$ cat config.mk
export PLATFORM = sky130hd
export DESIGN_NAME = rx_decoder_crc_status
export DESIGN_NICKNAME = d
export VERILOG_FILES = /design/src/rx_status_pkg.sv /design/src/crc_check.sv /design/src/rx_decoder_crc_status.sv
export SDC_FILE = /design/constraint.sdc
export NUM_CORES = 1
export LEC_CHECK = 0
export BUFFER_PORTS_ARGS = -buffer_cell sky130_fd_sc_hd__buf_4
export CAP_MARGIN = 10
export CORE_MARGIN = 5
export CORE_UTILIZATION = 40
export CTS_BUF_LIST = sky130_fd_sc_hd__clkbuf_16
export CTS_CLUSTER_DIAMETER = 30
export CTS_CLUSTER_SIZE = 16
export DETAILED_ROUTE_END_ITERATION = 16
export PLACE_DENSITY = 0.73
export SLEW_MARGIN = 20
export SYNTH_ARGS = -nofsm -noshare
export SYNTH_HDL_FRONTEND = slang
export SYNTH_SLANG_ARGS = --single-unit
$ cat constraint.sdc
create_clock -name clk_in -period 2.9 [get_ports clk_in]
set_input_delay 0 -clock clk_in [delete_from_list [all_inputs] [get_ports clk_in]]
set_output_delay 0 -clock clk_in [all_outputs]
set_load 0.1 [all_outputs]
$ cat src/rx_status_pkg.sv
package rx_status_pkg;

	// ==========================================================
	// Register map (word index, byte address is four times it)
	localparam logic [7:0] CONFIG_INDEX = 8'h12;
	localparam logic [7:0] STATUS_INDEX = 8'h13;

	// ==========================================================
	// Receive configuration fields
	localparam int CRC_ENABLE_BIT  = 0;
	localparam int CRC_INVERT_BIT  = 1;
	localparam int CRC_TYPE_BIT    = 2;
	localparam int MULTI_FRAME_BIT = 3;
	localparam int ALIGN_LSB       = 4;
	localparam int ALIGN_W         = 3;
	localparam int PARITY_STOP_BIT = 7;
	localparam int CONFIG_W        = 8;
	localparam logic [CONFIG_W-1:0] CONFIG_RESET = 8'h00;

	// ==========================================================
	// Receive status fields
	localparam int BYTES_LSB     = 0;
	localparam int BYTES_W       = 9;
	localparam int FRAMES_LSB    = 9;
	localparam int FRAMES_W      = 4;
	localparam int LAST_BITS_LSB = 13;
	localparam int LAST_BITS_W   = 3;
	localparam int INTEGRITY_BIT = 16;
	localparam int PROTOCOL_BIT  = 17;
	localparam int COLLISION_BIT = 18;
	localparam int COLL_POS_LSB  = 19;
	localparam int COLL_POS_W    = 7;

	// ==========================================================
	// CRC constants
	localparam logic [15:0] CRC16_POLY        = 16'h8408;
	localparam logic [15:0] CRC16_PRESET_NORM = 16'h6363;
	localparam logic [15:0] CRC16_PRESET_INV  = 16'hFFFF;
	localparam logic [15:0] CRC16_RESIDUE_INV = 16'hF0B8;
	localparam logic [15:0] CRC16_RESIDUE     = 16'h0000;
	localparam logic [4:0]  CRC5_POLY         = 5'h14;
	localparam logic [4:0]  CRC5_PRESET       = 5'h09;
	localparam logic [4:0]  CRC5_RESIDUE      = 5'h00;

	// ==========================================================
	// Bus responses
	localparam logic [1:0] RESP_OKAY   = 2'h0;
	localparam logic [1:0] RESP_DECERR = 2'h3;

	// ==========================================================
	// Mode detector results and receiver states
	typedef enum logic [1:0] {
		MODE_NONE   = 2'h0,
		MODE_TYPE_A = 2'h1,
		MODE_TYPE_B = 2'h2,
		MODE_JIS    = 2'h3
	} mode_t;

	typedef enum logic [1:0] {
		ST_IDLE = 2'h0,
		ST_RECV = 2'h1,
		ST_HALT = 2'h3
	} rx_state_t;

endpackage

$ cat src/crc_check.sv
`timescale 1ns/100ps

module crc_check
(
	input  wire logic       clk_in,
	input  wire logic       rst_in,
	input  wire logic       init_in,
	input  wire logic       invert_in,
	input  wire logic       byte_valid_in,
	input  wire logic [7:0] byte_in,
	output logic      [15:0] crc16_out,
	output logic      [4:0]  crc5_out
);

	// ==========================================================
	// Bytewise update, least significant bit first
	function automatic logic [15:0] step16(input logic [15:0] c,
		input logic [7:0] d);
		logic [15:0] r;
		r = c;
		for (int i = 0; i < 8; i++)
		begin
			if (r[0] ^ d[i])
				r = (r >> 1) ^ rx_status_pkg::CRC16_POLY;
			else
				r = r >> 1;
		end
		return r;
	endfunction

	function automatic logic [4:0] step5(input logic [4:0] c,
		input logic [7:0] d);
		logic [4:0] r;
		r = c;
		for (int i = 0; i < 8; i++)
		begin
			if (r[0] ^ d[i])
				r = (r >> 1) ^ rx_status_pkg::CRC5_POLY;
			else
				r = r >> 1;
		end
		return r;
	endfunction

	logic [15:0] next_crc16;
	logic [4:0]  next_crc5;

	always_comb
	begin
		next_crc16 = crc16_out;
		next_crc5  = crc5_out;
		if (init_in)
		begin
			next_crc16 = invert_in ? rx_status_pkg::CRC16_PRESET_INV
				: rx_status_pkg::CRC16_PRESET_NORM;
			next_crc5  = rx_status_pkg::CRC5_PRESET;
		end
		else if (byte_valid_in)
		begin
			next_crc16 = step16(crc16_out, byte_in);
			next_crc5  = step5(crc5_out, byte_in);
		end
	end

	always_ff @(posedge clk_in)
	begin
		if (rst_in)
		begin
			crc16_out <= rx_status_pkg::CRC16_PRESET_NORM;
			crc5_out  <= rx_status_pkg::CRC5_PRESET;
		end
		else
		begin
			crc16_out <= next_crc16;
			crc5_out  <= next_crc5;
		end
	end

endmodule

$ cat src/rx_decoder_crc_status.sv
`timescale 1ns/100ps

// Function
// - CRC type: 0 is 16-bit, 1 is 5-bit
// - Invert clear: plain residue; type A/JIS clear
// - Invert set: residue F0B8h; type B sets
// - Enable set checks CRC; default off
// - Type B or JIS sets CRC enable
// - Bits 19-25 hold first collision position
// - Alignment offset added into collision position
// - Bit 18 set on any collision in receive state
// - Bit 17 set on framing or length error
// - Protocol error stops frame data acceptance
// - Error flags clear at next reception start
// - Bit 16 set on parity or CRC mismatch
// - Integrity error keeps reception running
// - Parity stop criterion suppresses parity error
// - Bits 13-15 give valid last-byte bits
// - Bits 9-12 count frames at done event
// - Bits 0-8 byte count, kept until re-enable
module rx_decoder_crc_status
#(
	parameter int ADDR_W = 8
)
(
	input  wire logic              clk_in,
	input  wire logic              rst_in,
	input  wire logic [ADDR_W-1:0] s_axi_awaddr_in,
	input  wire logic              s_axi_awvalid_in,
	output logic                   s_axi_awready_out,
	input  wire logic [31:0]       s_axi_wdata_in,
	input  wire logic [3:0]        s_axi_wstrb_in,
	input  wire logic              s_axi_wvalid_in,
	output logic                   s_axi_wready_out,
	output logic [1:0]             s_axi_bresp_out,
	output logic                   s_axi_bvalid_out,
	input  wire logic              s_axi_bready_in,
	input  wire logic [ADDR_W-1:0] s_axi_araddr_in,
	input  wire logic              s_axi_arvalid_in,
	output logic                   s_axi_arready_out,
	output logic [31:0]            s_axi_rdata_out,
	output logic [1:0]             s_axi_rresp_out,
	output logic                   s_axi_rvalid_out,
	input  wire logic              s_axi_rready_in,
	input  wire logic              mode_detect_valid_in,
	input  wire logic [1:0]        mode_detect_code_in,
	input  wire logic              rx_enable_in,
	input  wire logic              rx_sof_in,
	input  wire logic              rx_byte_valid_in,
	input  wire logic [7:0]        rx_byte_in,
	input  wire logic              rx_parity_error_in,
	input  wire logic              rx_collision_in,
	input  wire logic [2:0]        rx_collision_bit_in,
	input  wire logic              rx_stop_bit_error_in,
	input  wire logic              rx_sof_eof_error_in,
	input  wire logic              rx_length_error_in,
	input  wire logic              rx_end_in,
	input  wire logic [2:0]        rx_last_bits_in,
	output logic                   rx_accept_out,
	output logic                   receive_done_interrupt_out,
	output logic                   collision_position_valid_out,
	output logic                   multi_frame_reception_out
);

	// ==========================================================
	// Address decode
	function automatic logic [1:0] reg_select(input logic [ADDR_W-1:0] a);
		if (a == ADDR_W'({rx_status_pkg::CONFIG_INDEX, 2'b00}))
			return 2'h1;
		else if (a == ADDR_W'({rx_status_pkg::STATUS_INDEX, 2'b00}))
			return 2'h2;
		return 2'h0;
	endfunction

	// ==========================================================
	// Bus channel state
	logic              aw_full, next_aw_full;
	logic [ADDR_W-1:0] aw_addr, next_aw_addr;
	logic              w_full, next_w_full;
	logic [31:0]       w_data, next_w_data;
	logic [3:0]        w_strb, next_w_strb;
	logic              bvalid, next_bvalid;
	logic [1:0]        bresp, next_bresp;
	logic              rvalid, next_rvalid;
	logic [31:0]       rdata, next_rdata;
	logic [1:0]        rresp, next_rresp;
	logic              wr_fire;
	logic [31:0]       status_word;
	logic [rx_status_pkg::CONFIG_W-1:0] config_q, next_config;

	assign s_axi_awready_out = !aw_full && !bvalid;
	assign s_axi_wready_out  = !w_full && !bvalid;
	assign s_axi_arready_out = !rvalid;
	assign s_axi_bvalid_out  = bvalid;
	assign s_axi_bresp_out   = bresp;
	assign s_axi_rvalid_out  = rvalid;
	assign s_axi_rdata_out   = rdata;
	assign s_axi_rresp_out   = rresp;
	assign wr_fire = aw_full && w_full && !bvalid;

	always_comb
	begin
		next_aw_full = aw_full;
		next_aw_addr = aw_addr;
		next_w_full  = w_full;
		next_w_data  = w_data;
		next_w_strb  = w_strb;
		next_bvalid  = bvalid;
		next_bresp   = bresp;
		next_rvalid  = rvalid;
		next_rdata   = rdata;
		next_rresp   = rresp;
		if (s_axi_awvalid_in && s_axi_awready_out)
		begin
			next_aw_full = 1'b1;
			next_aw_addr = s_axi_awaddr_in;
		end
		if (s_axi_wvalid_in && s_axi_wready_out)
		begin
			next_w_full = 1'b1;
			next_w_data = s_axi_wdata_in;
			next_w_strb = s_axi_wstrb_in;
		end
		if (wr_fire)
		begin
			next_aw_full = 1'b0;
			next_w_full  = 1'b0;
			next_bvalid  = 1'b1;
			next_bresp   = (reg_select(aw_addr) == 2'h0)
				? rx_status_pkg::RESP_DECERR : rx_status_pkg::RESP_OKAY;
		end
		if (bvalid && s_axi_bready_in)
			next_bvalid = 1'b0;
		if (s_axi_arvalid_in && s_axi_arready_out)
		begin
			next_rvalid = 1'b1;
			next_rresp  = rx_status_pkg::RESP_OKAY;
			case (reg_select(s_axi_araddr_in))
				2'h1:    next_rdata = 32'(config_q);
				2'h2:    next_rdata = status_word;
				default:
				begin
					next_rdata = 32'h00000000;
					next_rresp = rx_status_pkg::RESP_DECERR;
				end
			endcase
		end
		else if (rvalid && s_axi_rready_in)
			next_rvalid = 1'b0;
	end

	always_ff @(posedge clk_in)
	begin
		if (rst_in)
		begin
			aw_full <= 1'b0;
			aw_addr <= '0;
			w_full  <= 1'b0;
			w_data  <= 32'h00000000;
			w_strb  <= 4'h0;
			bvalid  <= 1'b0;
			bresp   <= rx_status_pkg::RESP_OKAY;
			rvalid  <= 1'b0;
			rdata   <= 32'h00000000;
			rresp   <= rx_status_pkg::RESP_OKAY;
		end
		else
		begin
			aw_full <= next_aw_full;
			aw_addr <= next_aw_addr;
			w_full  <= next_w_full;
			w_data  <= next_w_data;
			w_strb  <= next_w_strb;
			bvalid  <= next_bvalid;
			bresp   <= next_bresp;
			rvalid  <= next_rvalid;
			rdata   <= next_rdata;
			rresp   <= next_rresp;
		end
	end

	// ==========================================================
	// Configuration: host writes, mode detector overrides
	logic crc_enable, crc_invert, crc_type, multi_frame_enable, parity_stop;
	logic [2:0] rx_align;

	assign crc_enable         = config_q[rx_status_pkg::CRC_ENABLE_BIT];
	assign crc_invert         = config_q[rx_status_pkg::CRC_INVERT_BIT];
	assign crc_type           = config_q[rx_status_pkg::CRC_TYPE_BIT];
	assign multi_frame_enable = config_q[rx_status_pkg::MULTI_FRAME_BIT];
	assign parity_stop        = config_q[rx_status_pkg::PARITY_STOP_BIT];
	assign rx_align = config_q[rx_status_pkg::ALIGN_LSB +: 3];
	assign multi_frame_reception_out = multi_frame_enable;

	always_comb
	begin
		next_config = config_q;
		// Status writes are dropped here: only config takes data
		if (wr_fire && reg_select(aw_addr) == 2'h1 && w_strb[0])
			next_config = w_data[rx_status_pkg::CONFIG_W-1:0];
		if (mode_detect_valid_in)
		begin
			case (mode_detect_code_in)
				rx_status_pkg::MODE_TYPE_A:
					next_config[rx_status_pkg::CRC_INVERT_BIT] = 1'b0;
				rx_status_pkg::MODE_TYPE_B:
				begin
					next_config[rx_status_pkg::CRC_INVERT_BIT] = 1'b1;
					next_config[rx_status_pkg::CRC_ENABLE_BIT] = 1'b1;
				end
				rx_status_pkg::MODE_JIS:
				begin
					next_config[rx_status_pkg::CRC_INVERT_BIT] = 1'b0;
					next_config[rx_status_pkg::CRC_ENABLE_BIT] = 1'b1;
				end
				default: ;
			endcase
		end
	end

	always_ff @(posedge clk_in)
	begin
		if (rst_in)
			config_q <= rx_status_pkg::CONFIG_RESET;
		else
			config_q <= next_config;
	end

	// ==========================================================
	// Receive frame tracking and status
	rx_status_pkg::rx_state_t state, next_state;
	logic [8:0]  bytes, next_bytes;
	logic [3:0]  frames, next_frames;
	logic [2:0]  last_bits, next_last_bits;
	logic        integrity, next_integrity;
	logic        protocol, next_protocol;
	logic        collision, next_collision;
	logic [6:0]  coll_pos, next_coll_pos;
	logic        coll_ok, next_coll_ok;
	logic        done, next_done;
	logic        take_byte, crc_bad, proto_hit;
	logic [11:0] pos_wide;
	logic [15:0] crc16;
	logic [4:0]  crc5;

	assign take_byte = (state == rx_status_pkg::ST_RECV) && rx_byte_valid_in;
	assign proto_hit = rx_stop_bit_error_in || rx_sof_eof_error_in
		|| rx_length_error_in || (take_byte && bytes == 9'h1FF);
	assign crc_bad = crc_type ? (crc5 != rx_status_pkg::CRC5_RESIDUE)
		: (crc16 != (crc_invert ? rx_status_pkg::CRC16_RESIDUE_INV
		: rx_status_pkg::CRC16_RESIDUE));
	assign pos_wide = {bytes, 3'b000} + 12'(rx_collision_bit_in)
		+ 12'(rx_align);
	assign rx_accept_out = (state == rx_status_pkg::ST_RECV);
	assign receive_done_interrupt_out = done;
	assign collision_position_valid_out = collision && coll_ok;
	assign status_word = {6'h00, coll_pos, collision, protocol, integrity,
		last_bits, frames, bytes};

	crc_check u_crc
	(
		.clk_in        (clk_in),
		.rst_in        (rst_in),
		.init_in       (rx_sof_in),
		.invert_in     (crc_invert),
		.byte_valid_in (take_byte),
		.byte_in       (rx_byte_in),
		.crc16_out     (crc16),
		.crc5_out      (crc5)
	);

	always_comb
	begin
		next_state     = state;
		next_bytes     = bytes;
		next_frames    = frames;
		next_last_bits = last_bits;
		next_integrity = integrity;
		next_protocol  = protocol;
		next_collision = collision;
		next_coll_pos  = coll_pos;
		next_coll_ok   = coll_ok;
		next_done      = 1'b0;
		if (rx_enable_in)
		begin
			next_state  = rx_status_pkg::ST_IDLE;
			next_bytes  = 9'h000;
			next_frames = 4'h0;
		end
		else if (rx_sof_in)
		begin
			next_state     = rx_status_pkg::ST_RECV;
			next_integrity = 1'b0;
			next_protocol  = 1'b0;
			next_collision = 1'b0;
			next_coll_pos  = 7'h00;
			next_coll_ok   = 1'b0;
		end
		else
		begin
			case (state)
				rx_status_pkg::ST_RECV:
				begin
					// Integrity errors do not leave this state
					if (take_byte)
						next_bytes = bytes + 9'h001;
					if (take_byte && rx_parity_error_in && !parity_stop)
						next_integrity = 1'b1;
					if (rx_collision_in && !collision)
					begin
						next_collision = 1'b1;
						next_coll_pos  = pos_wide[6:0];
						next_coll_ok   = (pos_wide[11:7] == 5'h00);
					end
					if (proto_hit)
					begin
						next_protocol = 1'b1;
						next_state    = rx_status_pkg::ST_HALT;
					end
					else if (rx_end_in)
					begin
						if (crc_enable && crc_bad)
							next_integrity = 1'b1;
						next_last_bits = rx_last_bits_in;
					end
				end
				rx_status_pkg::ST_HALT: ;
				default: next_state = rx_status_pkg::ST_IDLE;
			endcase
			if (rx_end_in && state != rx_status_pkg::ST_IDLE)
			begin
				next_state = rx_status_pkg::ST_IDLE;
				next_done  = 1'b1;
				if (multi_frame_enable)
					next_frames = frames + 4'h1;
			end
		end
	end

	always_ff @(posedge clk_in)
	begin
		if (rst_in)
		begin
			state     <= rx_status_pkg::ST_IDLE;
			bytes     <= 9'h000;
			frames    <= 4'h0;
			last_bits <= 3'h0;
			integrity <= 1'b0;
			protocol  <= 1'b0;
			collision <= 1'b0;
			coll_pos  <= 7'h00;
			coll_ok   <= 1'b0;
			done      <= 1'b0;
		end
		else
		begin
			state     <= next_state;
			bytes     <= next_bytes;
			frames    <= next_frames;
			last_bits <= next_last_bits;
			integrity <= next_integrity;
			protocol  <= next_protocol;
			collision <= next_collision;
			coll_pos  <= next_coll_pos;
			coll_ok   <= next_coll_ok;
			done      <= next_done;
		end
	end

	// ==========================================================
	// Checks
	AST_TYPE_B_MODE: assert property (@(posedge clk_in) disable iff (rst_in)
		mode_detect_valid_in && mode_detect_code_in == 2'h2
		|=> crc_invert && crc_enable)
		else $error("type B detection did not set invert and enable");

	AST_JIS_MODE: assert property (@(posedge clk_in) disable iff (rst_in)
		mode_detect_valid_in && mode_detect_code_in == 2'h3
		|=> crc_enable && !crc_invert)
		else $error("JIS detection did not set enable");

	AST_TYPE_A_MODE: assert property (@(posedge clk_in) disable iff (rst_in)
		mode_detect_valid_in && mode_detect_code_in == 2'h1 |=> !crc_invert)
		else $error("type A detection did not clear invert");

	AST_PROTO_HALT: assert property (@(posedge clk_in) disable iff (rst_in)
		$rose(protocol) |-> !rx_accept_out
		throughout (1'b1 ##1 1'b1))
		else $error("receiver still accepting after protocol error");

	AST_SOF_CLEAR: assert property (@(posedge clk_in) disable iff (rst_in)
		rx_sof_in && !rx_enable_in |=> !protocol && !integrity && !collision)
		else $error("error flags not cleared at reception start");

	AST_FIRST_COLL: assert property (@(posedge clk_in) disable iff (rst_in)
		collision && !rx_sof_in && !rx_enable_in |=> $stable(coll_pos))
		else $error("collision position overwritten");

	AST_COLL_FLAG: assert property (@(posedge clk_in) disable iff (rst_in)
		rx_collision_in && state == rx_status_pkg::ST_RECV
		&& !rx_sof_in && !rx_enable_in |=> collision)
		else $error("collision flag not set");

	AST_PARITY: assert property (@(posedge clk_in) disable iff (rst_in)
		take_byte && rx_parity_error_in && !rx_sof_in && !rx_enable_in
		&& !rx_end_in |=> integrity == !$past(parity_stop) || $past(integrity))
		else $error("parity error handling wrong");

	AST_FRAMES: assert property (@(posedge clk_in) disable iff (rst_in)
		rx_end_in && state != rx_status_pkg::ST_IDLE && multi_frame_enable
		&& !rx_sof_in && !rx_enable_in
		|=> frames == $past(frames) + 4'h1 && receive_done_interrupt_out)
		else $error("frame count not advanced with done event");

	AST_BYTES: assert property (@(posedge clk_in) disable iff (rst_in)
		take_byte && integrity && !rx_sof_in && !rx_enable_in && !proto_hit
		|=> bytes == $past(bytes) + 9'h001)
		else $error("bytes stopped after integrity error");

	AST_RESERVED: assert property (@(posedge clk_in) disable iff (rst_in)
		s_axi_arvalid_in && s_axi_arready_out
		&& reg_select(s_axi_araddr_in) == 2'h2 |=> rdata[31:26] == 6'h00)
		else $error("reserved status bits not zero");

endmodule

==> reports/qor.txt, run 1 <==
Run status = completed
Post-synth cell types = 58
Residual DRC = 0
Combinational power share = 15.0%
Critical path class = reg -> reg
Vias in the first global route = 4138
Root Driver = clkbuf_16
Max Cap Viol = 0
Rows = 40
Initial Utilization = 41.2%
Num CTS Buffers = 9
CTS tree = yes
DP Area = 0.00575 mm2
Clock power frac = 36.2%
P_int = 0.00230 W
Clock Skew = 9.46 ps
Peak VDD IR = 0.269 mV
Post-layout util = 52.0%
Number of flops mapped to enable cells by yosys = 0
#FFs+latches synth = 108
Layout cell share with drive strength beyond 1 = 22.6%
Met3 wire len = 576 um
Seq/Total Area, Yosys = 43.1%
IO Pins = 130
Drt wl/cell = 14.6 um
Post-Syn Area = 0.00501 mm2
CTS H-tree depth = 3
Total power = 0.00317 W
Reg clk slew, reported paths = 70 ps
Worst Setup Start Kind = register
Fillers = 1117
Setup-failing EPs final = 0
Metal2 WL = 6.23 mm
Setup_tns = 0 ps
Arr. time, crit path = 2870 ps
DR pass1 iterations = 5
Mapped Cells = 558
CP Data Required Time = 3190 ps
# port buffers = 96
GRT overflow = 0
Type of the most critical hold path = in -> reg
DRT iter0 DRCs = 244
Drt total wl = 12.2 mm
FFs w/ async S/R, synth = 0%
Sink Count = 108
Avg Inst Size Synth = 8.98 um2
RSZ-0062 raised after global routing = no
CP max FO = 8
Worst Hold Depth = 3
Core Area = 0.0122 mm2
Die area = 0.0149 mm2
Tmin final = 2580 ps
Global-route wire length before repair = 20.1 mm
CP endpoint kind = register
HPWL after DPL = 8.94 mm
Die Y = 122 um
Hold Fails Final Rpt = 0
Top FF cell, synth = dfxtp_1
Post-route ant nets = 0
Post-CTS Resized = 0
Max Slew Vio Count = 0
Max Fclk = 388 MHz
Lkg Pwr = 2.57 nW
Sw power = 0.000872 W
GPL Wtd Cong = 0.886
Switching Share = 27.5%
Vias post-DR = 4169
Worst Tran Pin Value = 899 ps
Fin Hold WS = 28.8 ps
Via/cell ratio = 4.98
Yosys warns = 0
PD cells = 501 mW/mm2
Clock latency on the worst-skew pair = 350 ps
Area grow syn2layout = 26.2%
Design area = 0.00633 mm2
ANT cells = 0
Cts hold-fix bufs = 29
Sequential share of power = 48.8%
Met1 WL = 5.25 mm
Nets = 756
CTS max path bufs = 2
Total track usage = 16.6%
Rel. slew slack = 39.8%
Top layer in use = met4
Setup Fix Bufs, Post-CTS = 0
Antenna violations before repair = 0
Final worst-path cycle share = 88.9%
Largest net degree at the start of global routing = 79
Chip Width = 122 um
Worst r2r path cells = 6
## critical path: stages, from the launching register on
cell           delay [ps]
dfxtp_1               370
nand3b_1              250
nor3b_1               250
nand4_1               530
mux2i_1               270
a221oi_1              270
dlygate4sd3_1         580
## cell type report
class                           instances  area, um2  share of cell area (%)
Clock buffer                            9        225                    3.56
Clock inverter                          7       57.6                   0.910
Inverter                               14       52.6                   0.831
Multi-Input combinational cell        403       2580                    40.9
Sequential cell                       108       2160                    34.2
Tap cell                              168        210                    3.32
Timing Repair Buffer                  128       1030                    16.3
## cell families after synthesis
family | count (synthesis) | share of synthesized area [%]
AND/OR/NAND/NOR | 195 | 18.5
XOR/XNOR | 54 | 10.3
other | 1 | 0.0748
buffers and inverters | 52 | 5.77
AO/OA/AOI/OAI | 122 | 16.5
flip-flops | 108 | 43.1
multiplexers | 19 | 3.94
adder cells (fa/ha/maj) | 7 | 1.90
## state kept, by name, summed over array words and instances (netlist names), 4 cells and up
signal,cells
coll_pos,7
u_crc.crc16_out,16
w_data,8
aw_addr,8
frames,4
s_axi_rdata_out,26
bytes,9
config_q,8
u_crc.crc5_out,5
## per-layer routing
| layer | vias to the layer above | GRT usage [%] |
|---|---|---|
| li1 | 2118 | - |
| met1 | 1936 | 21.0 |
| met2 | 98 | 28.9 |
| met3 | 17 | 3.25 |
| met4 | 0 | 4.62 |
| met5 | - | 0 |
## cell usage in the layout, fill, tap and decap left out, drive strengths merged, types with 3 or more instances in the layout
cell type	netlist	final
dfxtp	108	108
nor2b	3	3
nor3	5	5
nand3	8	8
conb	1	6
inv	14	17
clkbuf	22	9
a31oi	3	3
a22oi	32	32
nand2	71	71
nand3b	3	3
and2	6	6
and3	4	4
nor4	5	5
nand4	4	4
xnor2	39	39
buf	16	99
ha	6	6
mux2i	13	13
xnor3	3	3
a21oi	44	44
mux2	6	6
xor2	12	12
o211ai	10	10
nor2	68	68
dlygate4sd3	0	29
o21ai	17	17
nand2b	4	4
or3	4	4
## through the flow
stage          instances  worst slack, ps
2_1_floorplan        563              500
3_3_place_gp         792              630
3_5_place_dp         792              571
4_1_cts              837              289
5_1_grt              837              130
6_report             837              321
## worst paths after layout
path / startpoint / to / slack, ps
max: s_axi_bvalid_out / config_q[1] / 320
min: rx_byte_in[5] / u_crc.crc5_out[0] / 30
max reg2reg: s_axi_bvalid_out / config_q[1] / 320
min reg2reg: w_strb[0] / w_strb[0] / 460
## cell usage after synthesis, types with 2 or more instances
master / number / area share, %
a211oi_1: 2 / 0.30
a21boi_0: 2 / 0.30
a21oi_1: 44 / 4.4
a22oi_1: 22 / 3.3
a22oi_2: 10 / 2.5
a31oi_1: 3 / 0.37
and2_1: 6 / 0.75
and3_1: 4 / 0.50
buf_1: 2 / 0.15
buf_4: 9 / 1.3
buf_6: 3 / 0.67
clkbuf_1: 20 / 1.5
clkbuf_8: 2 / 0.55
dfxtp_1: 108 / 43
ha_1: 6 / 1.5
inv_1: 14 / 1.0
mux2_2: 6 / 1.3
mux2i_1: 13 / 2.6
nand2_1: 71 / 5.3
nand2b_1: 4 / 0.50
nand3_1: 8 / 0.80
nand3b_1: 3 / 0.45
nand4_1: 4 / 0.50
nor2_1: 58 / 4.3
nor2_2: 10 / 1.2
nor2b_1: 3 / 0.37
nor3_1: 4 / 0.40
nor4_1: 4 / 0.50
nor4b_1: 2 / 0.35
o211ai_1: 10 / 1.5
o21a_1: 2 / 0.30
o21ai_0: 17 / 1.7
or2_2: 2 / 0.25
or3_1: 4 / 0.50
or4_1: 2 / 0.30
xnor2_1: 39 / 6.8
xnor3_1: 3 / 1.3
xor2_1: 12 / 2.1
## power groups by stage
stage	logic, W	registers (W)	clock network, W
2_1_floorplan	0.000314	0.00160	0
3_3_place_gp	0.000438	0.00158	0
3_5_place_dp	0.000443	0.00158	0
4_1_cts	0.000476	0.00155	0.00119
5_1_grt	0.000512	0.00155	0.00124
6_report	0.000475	0.00155	0.00115
Note: power is estimated with default switching activity, not from simulation.
==> run 2, diff against run 1 <==
CORE_UTILIZATION = 46   (was 40)
PLACE_DENSITY = 0.81   (was 0.73)
==> reports/qor.txt, run 2 (synthesis results as in run 1) <==
CTS max path bufs = 2 (unchanged)
ANT cells = 0 (unchanged)
Num CTS Buffers = 9 (unchanged)
Residual DRC = 0 (unchanged)
Vias post-DR = 4214 (+1.1%)
Setup_tns = 0 ps (unchanged)
Max Cap Viol = 0 (unchanged)
RSZ-0062 raised after global routing = no
CP max FO = 8 (unchanged)
Max Fclk = 387 MHz (-0.13%)
Worst Tran Pin Value = 936 ps (+37.1 ps)
GPL Wtd Cong = 0.922 (+4.1%)
CP max stage delay = 580 ps (about the same)
Die area = 0.0131 mm2 (-12%)
Tmin final = 2580 ps (+3.29 ps)
Sink Count = 108 (unchanged)
Worst Setup Start Kind = register
CTS H-tree depth = 3 (unchanged)
Largest register FFs = 26 (unchanged)
Antenna violations before repair = 0 (unchanged)
Type of the most critical hold path = in -> reg
Clock Skew = 8.67 ps (-0.782 ps)
Hold Fails Final Rpt = 0 (unchanged)
Lkg Pwr = 2.56 nW (-0.18%)
Arr. time, crit path = 2860 ps (about the same)
PD cells = 506 mW/mm2 (+1.1%)
# port buffers = 96 (unchanged)
Largest net degree at the start of global routing = 79 (unchanged)
CTS tree = yes
CP Buf/Inv Count = 1 (unchanged)
Drt total wl = 12.2 mm (-0.55%)
Peak VDD IR = 0.299 mV (+11%)
Total track usage = 18.6% (+2.0 points)
Core Area = 0.0107 mm2 (-12%)
CP endpoint kind = register
Run status = completed
Total power = 0.00318 W (+0.21%)
Setup-failing EPs final = 0 (unchanged)
Rel. slew slack = 37.4% (-2.5 points)
Drt wl/cell = 15.1 um (+3.1%)
Global-route wire length before repair = 19.9 mm (-1.3%)
Post-route ant nets = 0 (unchanged)
Vias in the first global route = 4198 (+1.4%)
CP Data Required Time = 3180 ps (about the same)
Max Slew Vio Count = 0 (unchanged)
Worst path cell trace = nand3b_1 -> nor3b_1 -> nand4_1 -> mux2i_1 -> a221oi_1 -> dlygate4sd3_1
DRT iter0 DRCs = 259 (+6.1%)
Pre-CTS setup slack = 543 ps (-28.0 ps)
DP Area = 0.00572 mm2 (-0.61%)
Most common cell after layout, fill and taps aside = dfxtp_1
Design area = 0.00627 mm2 (-0.83%)
Clock latency on the worst-skew pair = 340 ps (about the same)
GRT overflow = 0 (unchanged)
Reg clk slew, reported paths = 70 ps (about the same)
Die Y = 114 um (-6.2%)
Largest delay share family, worst path = simple AND/OR/NAND/NOR gates
DR pass1 iterations = 4 (-1)
Critical path class = reg -> reg
Fin Hold WS = 18.8 ps (-10.1 ps)
IO Pins = 130 (unchanged)
Rows = 38 (-5.0%)
HPWL after DPL = 9.00 mm (+0.64%)
Via/cell ratio = 5.22 (+4.8%)
Chip Width = 114 um (-6.2%)
Setup WS post-layout = 318 ps (-3.29 ps)
Root Driver = clkbuf_16
Final worst-path cycle share = 89.0% (+0.11 points)
Area grow syn2layout = 25.2%
Slowest CP cell = dlygate4sd3_1
Nets = 755 (-0.13%)
Initial Utilization = 46.6% (+5.4 points)
Layout cell share with drive strength beyond 1 = 22.5% (-0.082 points)
Most frequent cells in the layout = dfxtp_1, buf_4, nand2_1, nor2_1, a21oi_1
## run 2: tightest hold or removal path: stages
cell and delay, ps:
buf_4 90, a31oi_1 90, a21oi_1 140
## run 2: metrics by stage
stage,std cells,utilization [%]
floorplan,563,-
global placement,764,53.2
detailed placement,764,53.2
CTS,807,58.4
global route,807,58.4
finish,807,58.4
## run 2: final timing paths
| check | from | endpoint | slack [ps] | depth (start not counted) |
|---|---|---|---|---|
| worst max register to register | s_axi_bvalid_out | config_q[1] | 320 | 6 |
| worst max-delay path | s_axi_bvalid_out | config_q[1] | 320 | 6 |
| worst min-delay path | rx_parity_error_in | integrity | 20 | 3 |
| worst min register to register | w_data[3] | w_data[3] | 460 | 2 |
## run 2: power breakdown
| part | total, W | internal [W] | switching (W) |
|---|---|---|---|
| Combinational | 0.000474 | 0.000185 | 0.000289 |
| Clock | 0.00116 | 0.000589 | 0.000567 |
| Sequential | 0.00155 | 0.00152 | 0.0000292 |
| Total | 0.00318 | 0.00229 | 0.000885 |
## run 2: timing repair
action / CTS / global route
buffers inserted: 0 / 0
resized for setup: 0 / 0
setup endpoints to repair: 0 / 0
hold buffers: 28 / 0
endpoints found under the hold margin: 25 / 0
## run 2: per-layer routing
metal	vias to the layer above	track usage (%)	part of all wire, %
li1	2111	-	-
met4	0	4.91	1.5
met3	13	3.17	4.7
met5	-	0	0
met1	1980	23.7	43
met2	110	32.4	51
## run 2: final cells by class
class                           count  area, um2
Timing Repair Buffer              127       1020
Sequential cell                   108       2160
Clock buffer                        9        225
Clock inverter                      6       50.0
Fill cell                         936       4470
Inverter                           14       52.6
Multi-Input combinational cell    403       2580
Tap cell                          140        175
==> run 3, diff against run 2 <==
==> constraint.sdc (replaced) <==
create_clock -name clk_in -period 2.9 [get_ports clk_in]
set_input_delay 0.145 -clock clk_in [delete_from_list [all_inputs] [get_ports clk_in]]
set_output_delay 0.145 -clock clk_in [all_outputs]
set_load 0.1 [all_outputs]
==> reports/qor.txt, run 3 (synthesis results as in run 1) <==
Run status = completed
Total power = 0.00314 W (-1.1%)
Global-route wire length before repair = 19.6 mm (-1.5%)
Type of the most critical hold path = in -> reg
Nets = 730 (-3.3%)
Switching Share = 27.8% (-0.098 points)
PD cells = 522 mW/mm2 (+3.1%)
Clock latency on the worst-skew pair = 340 ps (about the same)
Num CTS Buffers = 9 (unchanged)
CP endpoint kind = register
CTS max path bufs = 2 (unchanged)
DR pass1 iterations = 4 (unchanged)
Sw power = 0.000872 W (-1.5%)
Chip Width = 114 um (unchanged)
# port buffers = 96 (unchanged)
Post-layout util = 56.0% (-2.4 points)
Post-route ant nets = 0 (unchanged)
Largest delay share family, worst path = simple AND/OR/NAND/NOR gates
Worst reg2reg path startpoint = bytes[0]
Setup-failing EPs final = 0 (unchanged)
Slowest CP cell = a2111oi_2
IO Pins = 130 (unchanged)
Arr. time, crit path = 2530 ps (-330 ps)
Sink Count = 108 (unchanged)
WP depth = 8 (+2)
DRT iter0 DRCs = 297 (+15%)
Worst path cell trace = ha_1 -> nand3_1 -> nor2_1 -> ha_1 -> a2111oi_2 -> nand3_1 -> mux2i_1 -> nor2_1
CTS H-tree depth = 3 (unchanged)
CTS tree = yes
Worst Hold Depth = 2 (-1)
Max Slew Vio Count = 0 (unchanged)
Worst Tran Pin Value = 887 ps (-48.7 ps)
Peak VDD IR = 0.240 mV (-20%)
RR Endpoint = last_bits[0]
Placed cells = 766 (+0.26%)
Lkg Pwr = 2.46 nW (-4.1%)
Combinational power share = 14.2% (-0.7 points)
Residual DRC = 0 (unchanged)
Max Cap Viol = 0 (unchanged)
Hold EP = config_q[1]
Vias in the first global route = 4162 (-0.86%)
RSZ-0062 raised after global routing = no
Sequential share of power = 49.2% (+0.5 points)
Fin cells = 782 (-3.1%)
Die area = 0.0131 mm2 (unchanged)
ANT cells = 0 (unchanged)
P_int = 0.00227 W (-0.99%)
Final worst-path cycle share = 80.4% (-8.6 points)
Rel. slew slack = 40.6% (+3.3 points)
Rows = 38 (unchanged)
Post-CTS Resized = 0 (unchanged)
Die Y = 114 um (unchanged)
GRT overflow = 0 (unchanged)
CP Data Required Time = 3090 ps (-90 ps)
Drt wl/cell = 15.2 um (+0.98%)
Root Driver = clkbuf_16
CP Buf/Inv Count = 0 (-1)
Drt total wl = 11.9 mm (-2.1%)
Critical path class = reg -> reg
Worst reg2reg setup slack = 570 ps (+250 ps)
Reg clk slew, reported paths = 70 ps (about the same)
Via/cell ratio = 5.30 (+1.4%)
Hold Fails Final Rpt = 0 (unchanged)
Core Area = 0.0107 mm2 (unchanged)
CP max FO = 6 (-2)
Max Fclk = 429 MHz (+11%)
GPL Wtd Cong = 0.910 (-1.4%)
Most common cell after layout, fill and taps aside = dfxtp_1
Fin Hold WS = 8.13 ps (-10.7 ps)
HPWL after DPL = 9.05 mm (+0.57%)
Hold_sp = mode_detect_valid_in
Cts hold-fix bufs = 1 (-96%)
Area grow syn2layout = 20.1%
CP max stage delay = 490 ps (-90 ps)
Most frequent cells in the layout = dfxtp_1, buf_4, nand2_1, nor2_1, a21oi_1
Largest net degree at the start of global routing = 79 (unchanged)
Layout cell share with drive strength beyond 1 = 23.7% (+1.2 points)
Clock Skew = 7.16 ps (-1.52 ps)
Clock power frac = 36.5% (about the same)
Worst Setup Start Kind = register
Setup Fix Bufs, Post-CTS = 0 (unchanged)
Total track usage = 18.3% (-0.30 points)
Antenna violations before repair = 0 (unchanged)
Initial Utilization = 46.6% (unchanged)
Vias post-DR = 4141 (-1.7%)
Setup_tns = 0 ps (unchanged)
Tmin final = 2330 ps (-250 ps)
Largest register FFs = 26 (unchanged)
Fillers = 992 (+6.0%)
Worst r2r path cells = 8 (+2)
-- run 3: per-layer routing --
layer / GRT usage, % / wire length (um) / vias to the layer above
met5: 0 / 0 / -
met4: 5.78 / 192 / 0
met3: 2.80 / 645 / 20
met2: 32.0 / 6030 / 123
met1: 23.1 / 5040 / 1930
li1: - / - / 2068
-- run 3: worst max path at each step --
stage,startpoint,endpoint
3_3_place_gp,bytes[0],last_bits[0]
4_1_cts,bytes[0],last_bits[0]
6_report,bytes[0],last_bits[0]
5_1_grt,bytes[0],last_bits[0]
3_5_place_dp,bytes[0],last_bits[0]
2_1_floorplan,s_axi_bvalid_out,w_data[0]
-- run 3: worst reg2reg max path, delay by kind of cell (launching register included) --
kind / cells / cell delay [ps]
AOI/OAI and AO/OA: 1 / 490
adders and majority gates: 2 / 480
DFF: 1 / 370
muxes: 1 / 250
and+or+nand+nor: 4 / 600
-- run 3: area by class of cell --
cell class | instances | area (um2) | area share [%]
clock buffer | 9 | 225 | 3.74
clock inverter | 6 | 50.0 | 0.832
inverter | 14 | 52.6 | 0.873
multi-input combinational | 403 | 2580 | 43.0
sequential | 108 | 2160 | 35.9
tap | 140 | 175 | 2.91
timing repair buffer | 102 | 768 | 12.8
-- run 3: power groups by stage --
stage / Combinational, W / Clock (W) / Sequential [W]
after floorplan: 0.000314 / 0 / 0.00160
after CTS: 0.000448 / 0.00116 / 0.00155
after global routing: 0.000481 / 0.00124 / 0.00155
final: 0.000447 / 0.00115 / 0.00155
after detailed placement: 0.000445 / 0 / 0.00158
after global placement: 0.000437 / 0 / 0.00158
-- run 3: through the flow --
stage	setup slack [ps]	area [um2]
after floorplan	500	5040
after global placement	621	5730
after detailed placement	558	5730
after CTS	509	6020
after global routing	316	6020
final	568	6020
